==> config.mk <==
export PLATFORM = sky130hd
export DESIGN_NAME = processor_hot_override_pwm
export DESIGN_NICKNAME = d
export VERILOG_FILES = /design/src/rtl/hot_override_pkg.sv /design/src/rtl/processor_hot_override_pwm.sv
export VERILOG_INCLUDE_DIRS = /design/src /design/src/rtl
export SDC_FILE = /design/constraint.sdc
export NUM_CORES = 1
export LEC_CHECK = 0
export BUFFER_PORTS_ARGS = -buffer_cell sky130_fd_sc_hd__buf_2
export CAP_MARGIN = 5
export CORE_MARGIN = 5
export CORE_UTILIZATION = 50
export DETAILED_ROUTE_END_ITERATION = 10
export PLACE_DENSITY = 0.75
export SYNTH_ARGS = -nofsm -noshare
export SYNTH_HDL_FRONTEND = slang
export SYNTH_SLANG_ARGS = --single-unit
==> constraint.sdc <==
create_clock -name i_sys_clk -period 3 [get_ports i_sys_clk]
set_input_delay 0.3 -clock i_sys_clk [delete_from_list [all_inputs] [get_ports i_sys_clk]]
set_output_delay 0.3 -clock i_sys_clk [all_outputs]
set_load 0.02 [all_outputs]
==> src/rtl/hot_override_params.svh <==
// constants for the forced processor hot-line pulse generator
`ifndef HOT_OVERRIDE_PARAMS_SVH
`define HOT_OVERRIDE_PARAMS_SVH

// register map
`define HOT_OVR_ADDR 8'hC6
`define HOT_OVR_RESET 8'h00
`define HOT_OVR_WMASK 8'hCF

// idle levels of the read port and of a released hot line
`define RDATA_IDLE 8'h00
`define HOT_LINE_IDLE_N 1'b1
`define HOT_LINE_IDLE_OE 1'b0

// field positions
`define DUTY_MSB 3
`define DUTY_LSB 0
`define FORCE_CPU1_BIT 6
`define FORCE_CPU2_BIT 7

// timing
`define SYS_CLK_HZ 25000000
`define TIMEBASE_HZ 22500
`define PERIOD_TICKS 80
`define STEP_TICKS 5

`endif

==> src/rtl/hot_override_pkg.sv <==
// types for the forced processor hot-line pulse generator
package hot_override_pkg;

   typedef struct packed {
      logic force_throttle_cpu2;
      logic force_throttle_cpu1;
      logic [1:0] reserved;
      logic [3:0] throttle_duty_code;
   } override_reg_s;

   typedef struct packed {
      logic cpu2_hot_line;
      logic cpu1_hot_line;
   } hot_lines_s;

endpackage

==> src/rtl/processor_hot_override_pwm.sv <==
// forced thermal-throttle pulse train on two processor hot lines
`timescale 1ns/1ps
`include "hot_override_params.svh"

module processor_hot_override_pwm #(
   parameter int SYS_CLK_HZ = `SYS_CLK_HZ,
   parameter int TIMEBASE_HZ = `TIMEBASE_HZ
) (
   // clock and reset
   input wire logic i_sys_clk,
   input wire logic i_reset_n,
   // register port
   input wire logic i_reg_wr,
   input wire logic [7:0] i_reg_addr,
   input wire logic [7:0] i_reg_wdata,
   output logic [7:0] o_reg_rdata,
   // configuration from the wider device
   input wire logic i_hot_lines_tied,
   // hot-line pins, open drain
   output hot_override_pkg::hot_lines_s o_cpu_hot_lines_n,
   output hot_override_pkg::hot_lines_s o_cpu_hot_lines_oe
);

   // ------------------------------------------------------------
   // derived timing
   // ------------------------------------------------------------
   // integer divide: timebase runs slightly fast, by about 0.01 percent
   localparam int TICK_DIV = SYS_CLK_HZ / TIMEBASE_HZ;
   localparam int DIV_W = $clog2(TICK_DIV);
   localparam logic [DIV_W-1:0] DIV_LAST = DIV_W'(TICK_DIV - 1);
   // one spare count so a full-period width fits beside the phase
   localparam int PHASE_W = $clog2(`PERIOD_TICKS + 1);
   localparam logic [PHASE_W-1:0] PHASE_LAST = PHASE_W'(`PERIOD_TICKS - 1);
   localparam logic [PHASE_W-1:0] STEP = PHASE_W'(`STEP_TICKS);
   localparam int NUM_LINES = 2;

   // ------------------------------------------------------------
   // state and wiring
   // ------------------------------------------------------------
   hot_override_pkg::override_reg_s override_reg;
   logic [7:0] read_value;
   logic [DIV_W-1:0] div_count;
   logic tick;
   logic [PHASE_W-1:0] phase;
   logic [PHASE_W-1:0] width;
   logic pulse_on;
   logic [NUM_LINES-1:0] own_force;
   logic any_force;
   wire logic [NUM_LINES-1:0] line_drive_n;
   wire logic [NUM_LINES-1:0] line_drive_oe;

   // ------------------------------------------------------------
   // override register
   // ------------------------------------------------------------
   always_ff @(posedge i_sys_clk or negedge i_reset_n)
   begin
      if (!i_reset_n)
      begin
         override_reg <= `HOT_OVR_RESET;
      end
      else if (i_reg_wr && i_reg_addr == `HOT_OVR_ADDR)
      begin
         // reserved bits stay zero
         override_reg <= i_reg_wdata & `HOT_OVR_WMASK;
      end
   end

   // ------------------------------------------------------------
   // read path
   // ------------------------------------------------------------
   // only the override register answers; every other address reads zero
   always_comb
   begin
      read_value = `RDATA_IDLE;
      if (i_reg_addr == `HOT_OVR_ADDR)
      begin
         read_value = override_reg;
      end
   end

   always_ff @(posedge i_sys_clk or negedge i_reset_n)
   begin
      if (!i_reset_n)
      begin
         o_reg_rdata <= `RDATA_IDLE;
      end
      else
      begin
         o_reg_rdata <= read_value;
      end
   end

   // ------------------------------------------------------------
   // timebase
   // ------------------------------------------------------------
   always_ff @(posedge i_sys_clk or negedge i_reset_n)
   begin
      if (!i_reset_n)
      begin
         div_count <= '0;
      end
      else if (div_count == DIV_LAST)
      begin
         div_count <= '0;
      end
      else
      begin
         div_count <= div_count + DIV_W'(1);
      end
   end

   // registered so the phase counter sees a clean one-cycle enable
   always_ff @(posedge i_sys_clk or negedge i_reset_n)
   begin
      if (!i_reset_n)
      begin
         tick <= 1'b0;
      end
      else
      begin
         tick <= (div_count == DIV_LAST);
      end
   end

   // ------------------------------------------------------------
   // period
   // ------------------------------------------------------------
   // free-running phase: a new force starts mid-period, trading
   // a short first pulse for no restart logic
   always_ff @(posedge i_sys_clk or negedge i_reset_n)
   begin
      if (!i_reset_n)
      begin
         phase <= '0;
      end
      else if (tick)
      begin
         if (phase == PHASE_LAST)
         begin
            phase <= '0;
         end
         else
         begin
            phase <= phase + PHASE_W'(1);
         end
      end
   end

   // ------------------------------------------------------------
   // pulse width
   // ------------------------------------------------------------
   always_comb
   begin
      width = (PHASE_W'(override_reg.throttle_duty_code) + PHASE_W'(1)) * STEP;
      pulse_on = (phase < width);
   end

   always_comb
   begin
      own_force[0] = override_reg.force_throttle_cpu1;
      own_force[1] = override_reg.force_throttle_cpu2;
      any_force = |own_force;
   end

   // ------------------------------------------------------------
   // line drive
   // ------------------------------------------------------------
   // one flop pair per pin keeps each output straight from a register
   generate
      for (genvar lane = 0; lane < NUM_LINES; lane++)
      begin : g_line
         logic request;
         logic drive_n;
         logic drive_oe;

         // tied lines share one request, so the two pins never disagree
         always_comb
         begin
            if (i_hot_lines_tied)
            begin
               request = pulse_on && any_force;
            end
            else
            begin
               request = pulse_on && own_force[lane];
            end
         end

         // drive low only while asserted, else release the pin
         always_ff @(posedge i_sys_clk or negedge i_reset_n)
         begin
            if (!i_reset_n)
            begin
               drive_n <= `HOT_LINE_IDLE_N;
               drive_oe <= `HOT_LINE_IDLE_OE;
            end
            else
            begin
               drive_n <= !request;
               drive_oe <= request;
            end
         end

         assign line_drive_n[lane] = drive_n;
         assign line_drive_oe[lane] = drive_oe;
      end
   endgenerate

   assign o_cpu_hot_lines_n = line_drive_n;
   assign o_cpu_hot_lines_oe = line_drive_oe;

endmodule

After elaboration in Yosys (flattened, before gate mapping)
Index checks and enable logic that the tools add are counted.
- output and inout port bits: 12
- flip-flop bits (word level): 37
- bits of input ports: 20
- equal/unequal tests: 3
- muxes and demuxes: 5
- add/sub/neg operators: 3
- reductions and logical operators: 7
- $mul: 1
- order comparisons: 1
- operators by type and width (operator ; count):
    adder 11 x 1 -> 11 bit (second input constant) ; 1
    == test 11 bit (second input constant) ; 1
    two-way mux 11 bit ; 1
    == test 8 bit (second input constant) ; 1
    two-way mux 8 bit ; 1
    adder 7 x 1 -> 7 bit (second input constant) ; 1
    == test 7 bit (second input constant) ; 1
    < comparator 7 bit ; 1
    multiplier 5 x 3 -> 7 bit (second input constant) ; 1
    two-way mux 7 bit ; 1
    adder 4 x 1 -> 5 bit (second input constant) ; 1
    logical AND 1 bit ; 4
    zero test 1 bit ; 2
    two-way mux 1 bit ; 2
    OR reduction 2 bit ; 1

Logic depth before layout (Yosys ltp)
Gate-level depths: netlist of the first run.
- depth in word-level cells: 6
- mapped depth: 11
- gate-level depth less buffers: 11

Least setup slack after synthesis of the first run
No wires, ideal clock.
- path kind: register -> register
- start: reg override_reg[0] in the netlist's numbering
- end: reg g_line[1].drive_n
- data arrival time: 2814 ps
- buffers on the path: 0
- stages on the path, launching flop included: 12
- library setup time: 88 ps
- slack: 98 ps
- cells stage by stage: dfrtp_1 ha_1 and3_1 ha_1 ha_1 a21o_1 a21oi_1 xor2_1 ha_1 a41oi_1 o21ai_0 or3_1
- word-level cells in the longest chain between the ends: 6
- elaborated cells between the ends (all ways): 7
- RTL lines (what ; RTL line ; source):
    from (decl) ; processor_hot_override_pwm.sv:40 ; hot_override_pkg::override_reg_s override_reg;
    from (signal assigned) ; processor_hot_override_pwm.sv:59 ; override_reg <= `HOT_OVR_RESET;
    from (signal assigned) ; processor_hot_override_pwm.sv:64 ; override_reg <= i_reg_wdata & `HOT_OVR_WMASK;
    adder 4 x 1 -> 5 bit (*) ; processor_hot_override_pwm.sv:154 ; width = (PHASE_W'(override_reg.throttle_duty_code) + PHASE_W'(1)) * STEP;
    multiplier 5 x 3 -> 7 bit (*) ; processor_hot_override_pwm.sv:154 ;
    < comparator 7 bit (*) ; processor_hot_override_pwm.sv:155 ; pulse_on = (phase < width);
    logical AND 1 bit (on tied branches) ; processor_hot_override_pwm.sv:185, processor_hot_override_pwm.sv:181 ;
    two-way mux 1 bit (*) ; processor_hot_override_pwm.sv:179 ; if (i_hot_lines_tied)
    zero test 1 bit (*) ; processor_hot_override_pwm.sv:199 ; drive_n <= !request;
    to (signal assigned) ; processor_hot_override_pwm.sv:194 ; drive_n <= `HOT_LINE_IDLE_N;
    to (signal assigned) ; processor_hot_override_pwm.sv:199 ;
    to (decl) ; processor_hot_override_pwm.sv:173 ; logic drive_n;
Mark *: on every way between the ends. The rest lies on a longest branch, timed or not.
A chain may end at the register's enable or synchronous reset.

Worst setup path after layout of the first run
Ends and elaborated chain as after synthesis.

==> reports/qor_table.md, run 1 <==
| Result | Reported | Unit |
| --- | --- | --- |
| Buffer depth of the longest clock path | 2 | - |
| HPWL Detailed | 2390 | um |
| Yosys synthesis warning count | 0 | - |
| Number of standard cells in the final layout excluding fillers | 244 | - |
| Total Power | 0.000869 | W |
| Final-report setup violation count | 0 | - |
| Crit path DAT | 3.11 | ns |
| Via count of the first global-routing pass | 1257 | - |
| Max reg flops | 11 | - |
| Count of state elements after synthesis | 35 | - |
| Final hold violation count | 0 | - |
| Summed instance area of the synthesized netlist | 0.00185 | sq mm |
| Final critical delay including setup and external delays | 2.91 | ns |
| Count of flip-flops with a built-in enable after synthesis | 0 | - |
| Final core occ | 58.0 | % |
| Critical path endpoint category | register | - |
| RSZ-0062 raised after global routing | false | - |
| Final ANT Viol Nets | 0 | - |
| Remaining design rule violation count | 0 | - |
| Max_slew headroom | 50.0 | % |
| Clk Latency, worst-skew pair | 0.28 | ns |
| Count of different cell masters after synthesis | 39 | - |
| Detailed Routing Iterations Pass 1 | 4 | - |
| VDD IR max | 0.279 | mV |
| Worst Clk Skew | 0.00405 | ns |
| Site Rows | 22 | - |
| Number of antenna violations at the first check in global routing | 0 | - |
| Die height | 70.8 | um |
| CTS tree | done | - |
| Largest register by flop count | div_count | - |
| Cell count after placement | 236 | - |
| N_diodes | 0 | - |
| Top Registers | div_count x11, phase x7 | - |
| Fraction of synthesized area in multiplexers | 5.48 | % |
| Post-Synth Simple-Gate Area | 16.2 | % |
| First-pass GRT wire length | 5220 | um |
| I/O pin count | 32 | - |
| Reported leakage power | 1.08 | nW |
| Top post-synthesis cells by area | dfrtp_1, ha_1, mux2_4 | - |
| Top-area cell type share of the netlist area | 44.7 | % |
| Number of nets in the layout | 232 | - |
| Post-synthesis xor/xnor area fraction | 7.10 | % |
| Result of the run | complete, no violations | - |
| Adder-cell share of the synthesized area | 11.9 | % |
| Buffer cell driving the clock tree root | clkbuf_8 | - |
| TritonCTS Buffers | 5 | - |
| Post-route clock period utilization | 96.9 | % |
| CTS HTree Levels | 2 | - |
| Commonest cells after routing, fill and taps aside | dfrtp_1, buf_2, ha_1 | - |
| Async S/R FF share, synth | 100 | % |
| Worst slack at placement | -0.0827 | ns |
| Die Span X | 70.8 | um |
| Post-synthesis compound-gate area fraction | 5.95 | % |
| Most frequently used flop master after synthesis | dfrtp_1 | - |
| Die Area | 0.00501 | sq mm |
| Achievable frequency | 344 | MHz |
| Vias per inst | 5.23 | - |
| Worst Path Max Fanout | 4 | - |
| Worst Max-Slew Pin Slew | 0.749 | ns |
| Drt initial violations | 50 | - |
| Clk slew on worst S/H paths | 0.07 | ns |
| Dominant combinational cell family by area after synthesis | simple AND/OR/NAND/NOR gates | - |
| Clock Sinks | 35 | - |
| Power Dens Cells | 412 | mW/mm^2 |
| Buffers added on ports | 27 | - |
| Startpoint-to-endpoint class of the critical path | reg2reg | - |
| Max capacitance violation total | 0 | - |
| Maximum number of pins on one net before global-route repair | 36 | - |
| Effective utilization at floorplan | 50.9 | % |
| WL per Instance | 12.6 | um |
| Post-Route WL | 3090 | um |
| Routability congestion estimate | 0.764 | - |
| Most common cell after layout, fill and taps aside | dfrtp_1 | - |
| Overall Global Routing Usage | 13.0 | % |
| Post-Syn Area per Cell | 11.1 | sq um |
| Worst Hold Slack | 0.0871 | ns |
| Path category of the worst min-delay check | in2async | - |
| Cell type contributing the most total cell area after synthesis | dfrtp_1 | - |
| Number of vias after detailed routing | 1277 | - |
| Max Slew Vio Count | 0 | - |
| Worst path required time | 3.20 | ns |
| Placeable core area | 0.00363 | sq mm |
| Worst setup slack after layout | 0.0937 | ns |
| Element type at the critical path start | register | - |
| Layout area overhead | 13.9 | % |
| Remaining global-route overflow | 0 | - |
| Sequential fraction of the synthesis area | 47.5 | % |
| Share of cells above drive strength 1 | 25.5 | % |
| Number of cells produced by synthesis | 166 | - |
## power breakdown
group	total, W	switching (W)	internal [W]
clock	0.000315	0.000152	0.000163
sequential	0.000486	0.00000469	0.000481
combinational	0.0000683	0.0000384	0.0000299
## kinds of logic after synthesis
logic type      count (synthesis)
compound gates                 18
fa+ha+maj                      17
mux                             7
xor+xnor                       15
other cells                     1
flops                          35
simple gates                   53
buf+inv                        20
## layout make-up
class	instances	area [sq um]
fill	320	1530
multi-input combinational	112	891
sequential	35	878
timing repair buffer	29	150
clock buffer	7	76.3
tap	48	60.1
inverter	12	45.0
clock inverter	1	5.00
## routing by layer
layer	GRT usage, %	vias to the layer above	wire length (um)
li1	-	624	-
met1	14.4	623	1240
met2	22.5	21	1640
met3	5.26	9	169
met4	4.38	0	40
met5	0	-	0
## worst max-delay path, cell delays in order, from the launching register on
cell and delay (ns):
dfrtp_1 0.38, ha_2 0.19, and3_1 0.20, ha_1 0.32
ha_1 0.30, a21o_1 0.21, a21oi_2 0.16, xor2_1 0.18
ha_1 0.29, a41oi_2 0.16, o21ai_2 0.10, or3_1 0.34
## what timing repair did
item / in CTS / in global routing
setup endpoints to repair: 2 / 2
pin swaps: 2 / 2
buffers inserted: 0 / 0
hold buffers: 0 / 0
gates resized for setup: 3 / 3
## path summary, 6_finish.rpt
kind | cells after the start | slack, ns | to | start
max reg2reg | 11 | 0.09 | g_line[1].drive_n$_DFF_PN1_ | override_reg[0]$_DFFE_PN0P_
min in group i_sys_clk | 2 | 0.25 | override_reg[3]$_DFFE_PN0P_ | i_reg_wdata[3]
max | 11 | 0.09 | g_line[1].drive_n$_DFF_PN1_ | override_reg[0]$_DFFE_PN0P_
max in group asynchronous | 1 | 2.44 | override_reg[0]$_DFFE_PN0P_ | i_reset_n
min reg2reg | 1 | 0.51 | div_count[9]$_DFF_PN0_ | div_count[9]$_DFF_PN0_
min | 1 | 0.09 | g_line[0].drive_oe$_DFF_PN0_ | i_reset_n
## Yosys cell counts, types with 2 or more instances
cell       n
dfrtp_1   33
ha_1      16
inv_1     12
xor2_1    10
nor2_1     9
a21oi_1    8
nor3_1     7
buf_4      6
mux2_4     6
nand2_1    6
nand3_1    6
and2_1     5
xnor2_1    5
nand4_1    4
a21o_1     3
o21ai_0    3
or3_1      3
dfstp_2    2
nand2b_1   2
## stage by stage
step,setup TNS (ns),cell area [sq um]
after detailed placement,-0.144,2000
after CTS,0,2100
after global placement,0,2000
after floorplan,0,1850
final,0,2110
after global routing,0,2110
Note: power is estimated with default switching activity, not from simulation.
==> run 2: changes to the inputs <==
- CORE_MARGIN: 5 -> 3
==> reports/qor_table.md, run 2 (same netlist as run 1, synthesis figures left out) <==
| Result | Reported | Unit |
| --- | --- | --- |
| Die Span X | 66.8 | um |
| Number of nets in the layout | 234 | - |
| Layout area overhead | 14.8 | % |
| I/O pin count | 32 | - |
| Worst Max-Slew Pin Slew | 0.747 | ns |
| Crit path DAT | 3.14 | ns |
| Internal reg-to-reg setup slack | 0.07 | ns |
| Achievable frequency | 341 | MHz |
| Share of total power in the clock network | 36.3 | % |
| Die Area | 0.00446 | sq mm |
| Commonest cells after routing, fill and taps aside | dfrtp_1, buf_2, ha_1 | - |
| N_diodes | 0 | - |
| Design internal power | 0.000673 | W |
| Number of buffers and inverters on the critical path | 0 | - |
| Most common cell on crit path | ha_1 | - |
| Buffer cell driving the clock tree root | clkbuf_8 | - |
| Remaining global-route overflow | 0 | - |
| Worst Path Max Fanout | 3 | - |
| Number of standard cells in the final layout excluding fillers | 244 | - |
| Maximum number of pins on one net before global-route repair | 36 | - |
| Top Registers | div_count x11, phase x7 | - |
| Element type at the critical path start | register | - |
| Detailed Routing Iterations Pass 1 | 4 | - |
| Critical path endpoint category | register | - |
| Final critical delay including setup and external delays | 2.93 | ns |
| Cell count after placement | 235 | - |
| Remaining design rule violation count | 0 | - |
| Maximum cell stage delay along the critical path | 0.39 | ns |
| WL per Instance | 13.4 | um |
| Final hold violation count | 0 | - |
| FILL cells | 290 | - |
| Area taken by flip-flops and latches | 878 | sq um |
| Startpoint-to-endpoint class of the critical path | reg2reg | - |
| Number of antenna violations at the first check in global routing | 0 | - |
| HPWL Detailed | 2470 | um |
| Effective utilization at floorplan | 53.7 | % |
| Drt initial violations | 53 | - |
| Path category of the worst min-delay check | in2async | - |
| First-pass GRT wire length | 5520 | um |
| Buffer depth of the longest clock path | 2 | - |
| Max capacitance violation total | 0 | - |
| Number of cells traversed by the worst register-to-register path | 11 | - |
| List of cells traversed by the critical path | ha_2 -> and3_4 -> ha_1 -> ha_1 -> a21o_1 -> a21oi_2 -> xor2_1 -> ha_1 -> a41oi_2 -> o21ai_1 -> or3_1 | - |
| Clock Sinks | 35 | - |
| Count of cell instances traversed by the critical path | 11 | - |
| CTS HTree Levels | 2 | - |
| Share of cells above drive strength 1 | 26.3 | % |
| Vias per inst | 5.15 | - |
| Max reg flops | 11 | - |
| VDD IR max | 0.281 | mV |
| Site Rows | 21 | - |
| Power Dens Cells | 410 | mW/mm^2 |
| TritonCTS Buffers | 5 | - |
| Top cell family by delay on the critical path | adder cells | - |
| NetSw | 0.000198 | W |
| Clk Latency, worst-skew pair | 0.28 | ns |
| Overall Global Routing Usage | 16.8 | % |
| Worst Clk Skew | 0.00222 | ns |
| Clk slew on worst S/H paths | 0.06 | ns |
| Combined area of the multi-input logic cells | 896 | sq um |
| Die height | 66.8 | um |
| Number of vias after detailed routing | 1256 | - |
| CTS tree | done | - |
| Final-report setup violation count | 0 | - |
| R2r startpoint | override_reg[0]$_DFFE_PN0P_ | - |
| Largest register by flop count | div_count | - |
| Result of the run | complete, no violations | - |
| Max Slew Vio Count | 0 | - |
| Reported leakage power | 1.09 | nW |
| Final ANT Viol Nets | 0 | - |
| Buffers added on ports | 27 | - |
| Worst Hold Slack | 0.0793 | ns |
| Via count of the first global-routing pass | 1224 | - |
| Highest-delay cell along the critical path | dfrtp_1 | - |
| Placeable core area | 0.00344 | sq mm |
| Routability congestion estimate | 0.778 | - |
| Switching share of power | 22.7 | % |
| Most common cell after layout, fill and taps aside | dfrtp_1 | - |
| RR Endpoint | g_line[1].drive_n$_DFF_PN1_ | - |
| Max_slew headroom | 50.2 | % |
| Post-Route WL | 3270 | um |
| Post-route clock period utilization | 97.7 | % |
| Part of the total power dissipated in combinational logic | 7.9 | % |
| Sequential cell fraction of total power | 55.8 | % |
| Setup total negative slack | 0 | ns |
| Worst path required time | 3.20 | ns |
[run 2: worst max-delay path by stage]
stage                     slack (ns)                        start                          end
after floorplan                  0.1  override_reg[0]$_DFFE_PN0P_  g_line[1].drive_n$_DFF_PN1_
after global placement          0.06  override_reg[0]$_DFFE_PN0P_  g_line[1].drive_n$_DFF_PN1_
after detailed placement       -0.09  override_reg[0]$_DFFE_PN0P_  g_line[1].drive_n$_DFF_PN1_
after CTS                       0.02  override_reg[0]$_DFFE_PN0P_  g_line[1].drive_n$_DFF_PN1_
after global routing          -0.005  override_reg[1]$_DFFE_PN0P_  g_line[1].drive_n$_DFF_PN1_
final                           0.07  override_reg[0]$_DFFE_PN0P_  g_line[1].drive_n$_DFF_PN1_
[run 2: area by class of cell]
type	instances	share of cell area (%)
multi-input combinational	112	42.2
sequential	35	41.4
timing repair buffer	31	7.78
clock buffer	7	3.59
tap	46	2.71
inverter	12	2.12
clock inverter	1	0.236
[run 2: worst register-to-register path: stages (launching register included)]
cell and delay, ns:
dfrtp_1 0.39, ha_2 0.21, and3_4 0.19, ha_1 0.31, ha_1 0.29, a21o_1 0.19
a21oi_2 0.15, xor2_1 0.18, ha_1 0.29, a41oi_2 0.18, o21ai_1 0.11, or3_1 0.36
[run 2: repair_timing]
| action | 4_1_cts | 5_1_grt |
|---|---|---|
| buffers inserted | 0 | 1 |
| hold buffers | 0 | 0 |
| endpoints found under the setup margin | 4 | 2 |
| resized for setup | 5 | 1 |
| pin swaps | 2 | 2 |
[run 2: power groups by stage]
stage | logic (W) | registers (W) | clock network (W)
2_1_floorplan | 0.0000429 | 0.000494 | 0
3_3_place_gp | 0.0000656 | 0.000494 | 0
3_5_place_dp | 0.0000682 | 0.000494 | 0
4_1_cts | 0.0000698 | 0.000486 | 0.000327
5_1_grt | 0.0000789 | 0.000487 | 0.000351
6_report | 0.0000687 | 0.000486 | 0.000316
[run 2: metrics by stage]
| step | setup WS, ns | instance area, sq um | power, W | util (%) |
|---|---|---|---|---|
| 2_1_floorplan | 0.0983 | 1850 | 0.000537 | - |
| 3_3_place_gp | 0.0602 | 2010 | 0.000559 | 58.3 |
| 3_5_place_dp | -0.0903 | 2010 | 0.000563 | 58.3 |
| 4_1_cts | 0.0168 | 2110 | 0.000883 | 61.3 |
| 5_1_grt | -0.00494 | 2120 | 0.000917 | 61.7 |
| 6_report | 0.0680 | 2120 | 0.000871 | 61.7 |
[run 2: metal layers]
layer | track usage, % | wire length [um] | vias to the layer above
met3 | 7.08 | 175 | 7
met2 | 26.0 | 1620 | 25
met4 | 5.84 | 55 | 0
met5 | 0 | 0 | -
li1 | - | - | 630
met1 | 21.0 | 1430 | 594
==> run 3: changes to the inputs <==
- CORE_ASPECT_RATIO: default -> 1.5
==> reports/qor_table.md, run 3 (same netlist as run 1, synthesis figures left out) <==
| Result | Reported | Unit |
| --- | --- | --- |
| Number of cells traversed by the worst register-to-register path | 12 | - |
| Design internal power | 0.000695 | W |
| Die Span X | 55.7 | um |
| Via count of the first global-routing pass | 1397 | - |
| Top Registers | div_count x11, phase x7 | - |
| Share of total power in the clock network | 38.1 | % |
| Post-route clock period utilization | 97.7 | % |
| TritonCTS Buffers | 5 | - |
| Switching share of power | 23.7 | % |
| Maximum number of pins on one net before global-route repair | 36 | - |
| Largest register by flop count | div_count | - |
| Remaining global-route overflow | 0 | - |
| Drt initial violations | 32 | - |
| Number of vias after detailed routing | 1296 | - |
| Sequential cell fraction of total power | 53.5 | % |
| CTS tree | done | - |
| Power Dens Cells | 416 | mW/mm^2 |
| Total Power | 0.000911 | W |
| Vias per inst | 5.42 | - |
| Layout area overhead | 18.4 | % |
| Post-Route WL | 3720 | um |
| Buffer cell driving the clock tree root | clkbuf_8 | - |
| Detailed Routing Iterations Pass 1 | 4 | - |
| Die height | 80.5 | um |
| Number of antenna violations at the first check in global routing | 0 | - |
| Worst Clk Skew | 0.00593 | ns |
| Site Rows | 26 | - |
| Max capacitance violation total | 0 | - |
| NetSw | 0.000216 | W |
| Placeable core area | 0.00348 | sq mm |
| Max_slew headroom | 49.3 | % |
| Worst Max-Slew Pin Slew | 0.760 | ns |
| Achievable frequency | 341 | MHz |
| Final critical delay including setup and external delays | 2.93 | ns |
| Clock Sinks | 35 | - |
| Effective utilization at floorplan | 53.1 | % |
| Worst Hold Slack | 0.0740 | ns |
| Reported leakage power | 1.10 | nW |
| Buffers added on ports | 27 | - |
| Share of cells above drive strength 1 | 31.5 | % |
| Routability congestion estimate | 0.775 | - |
| Element type at the critical path start | register | - |
| Final-report setup violation count | 0 | - |
| Part of the total power dissipated in combinational logic | 8.4 | % |
| I/O pin count | 32 | - |
| Startpoint-to-endpoint class of the critical path | reg2reg | - |
| Final ANT Viol Nets | 0 | - |
| Final hold violation count | 0 | - |
| Buffer depth of the longest clock path | 2 | - |
| WL per Instance | 15.5 | um |
| Worst Path Max Fanout | 3 | - |
| Path category of the worst min-delay check | in2async | - |
| Internal reg-to-reg setup slack | 0.07 | ns |
| R2r startpoint | override_reg[1]$_DFFE_PN0P_ | - |
| Number of nets in the layout | 234 | - |
| Result of the run | complete, no violations | - |
| Max reg flops | 11 | - |
| CTS HTree Levels | 2 | - |
| Commonest cells after routing, fill and taps aside | dfrtp_1, buf_2, ha_1 | - |
| Worst path required time | 3.21 | ns |
| VDD IR max | 0.381 | mV |
| Remaining design rule violation count | 0 | - |
| N_diodes | 0 | - |
| Most common cell after layout, fill and taps aside | dfrtp_1 | - |
| Overall Global Routing Usage | 17.7 | % |
| Clk Latency, worst-skew pair | 0.29 | ns |
| HPWL Detailed | 2520 | um |
| Clk slew on worst S/H paths | 0.07 | ns |
| RR Endpoint | g_line[1].drive_n$_DFF_PN1_ | - |
| Max Slew Vio Count | 0 | - |
| First-pass GRT wire length | 6120 | um |
| Crit path DAT | 3.14 | ns |
| Die Area | 0.00448 | sq mm |
| Critical path endpoint category | register | - |
run 3: timing repair:
action / 4_1_cts / 5_1_grt
endpoints found under the setup margin: 4 / 4
resized for setup: 2 / 16
pin swaps: 0 / 7
hold buffers: 0 / 0
setup buffers: 0 / 1
run 3: per-layer routing:
metal	wire, um	GRT usage [%]	vias to the layer above	part of all wire, %
met1	1410	17.6	633	38
met3	132	4.34	11	3.6
met4	106	9.49	0	2.9
met5	0	0	-	0
li1	-	-	628	-
met2	2070	33.4	24	56
run 3: critical path, cell delays in order, from the launching register on:
cell,delay [ns]
dfrtp_1,0.41
buf_4,0.16
nand3_2,0.10
xnor2_2,0.16
ha_1,0.30
ha_2,0.19
inv_1,0.06
fa_2,0.34
xor2_1,0.16
ha_1,0.36
a41oi_2,0.20
o21ai_2,0.09
or3_1,0.35
run 3: power groups by stage:
stage	Combinational [W]	Clock [W]	Sequential [W]
6_report	0.0000766	0.000347	0.000488
2_1_floorplan	0.0000429	0	0.000494
4_1_cts	0.0000694	0.000355	0.000486
5_1_grt	0.0000859	0.000379	0.000488
3_3_place_gp	0.0000659	0	0.000494
3_5_place_dp	0.0000690	0	0.000494
run 3: worst max-delay path by stage:
stage                                     start                           to  cells past startpoint
floorplan           override_reg[0]$_DFFE_PN0P_  g_line[1].drive_n$_DFF_PN1_                     11
global placement    override_reg[0]$_DFFE_PN0P_  g_line[1].drive_n$_DFF_PN1_                     11
detailed placement  override_reg[0]$_DFFE_PN0P_  g_line[1].drive_n$_DFF_PN1_                     11
CTS                 override_reg[0]$_DFFE_PN0P_  g_line[1].drive_n$_DFF_PN1_                     11
global route        override_reg[1]$_DFFE_PN0P_  g_line[1].drive_n$_DFF_PN1_                     12
finish              override_reg[1]$_DFFE_PN0P_  g_line[1].drive_n$_DFF_PN1_                     12
run 3: final cells by class:
| type | instances | area [sq um] |
|---|---|---|
| fillers | 253 | 1290 |
| flip-flops and latches | 35 | 880 |
| well taps | 42 | 52.6 |
| repair buffers | 31 | 169 |
| clock inverters | 1 | 5.00 |
| inverters | 12 | 45.0 |
| multi-input cells | 112 | 956 |
| clock buffers | 6 | 82.6 |
run 3: metrics by stage:
stage | worst slack (ns) | TNS, ns | util (%) | instances | cell area (sq um)
floorplan | 0.0983 | 0 | - | 167 | 1850
global placement | 0.0545 | 0 | 57.5 | 231 | 2000
detailed placement | -0.0484 | -0.0715 | 57.5 | 231 | 2000
CTS | 0.00321 | 0 | 60.2 | 238 | 2090
global route | -0.0586 | -0.0967 | 62.9 | 239 | 2190
finish | 0.0681 | 0 | 62.9 | 239 | 2190
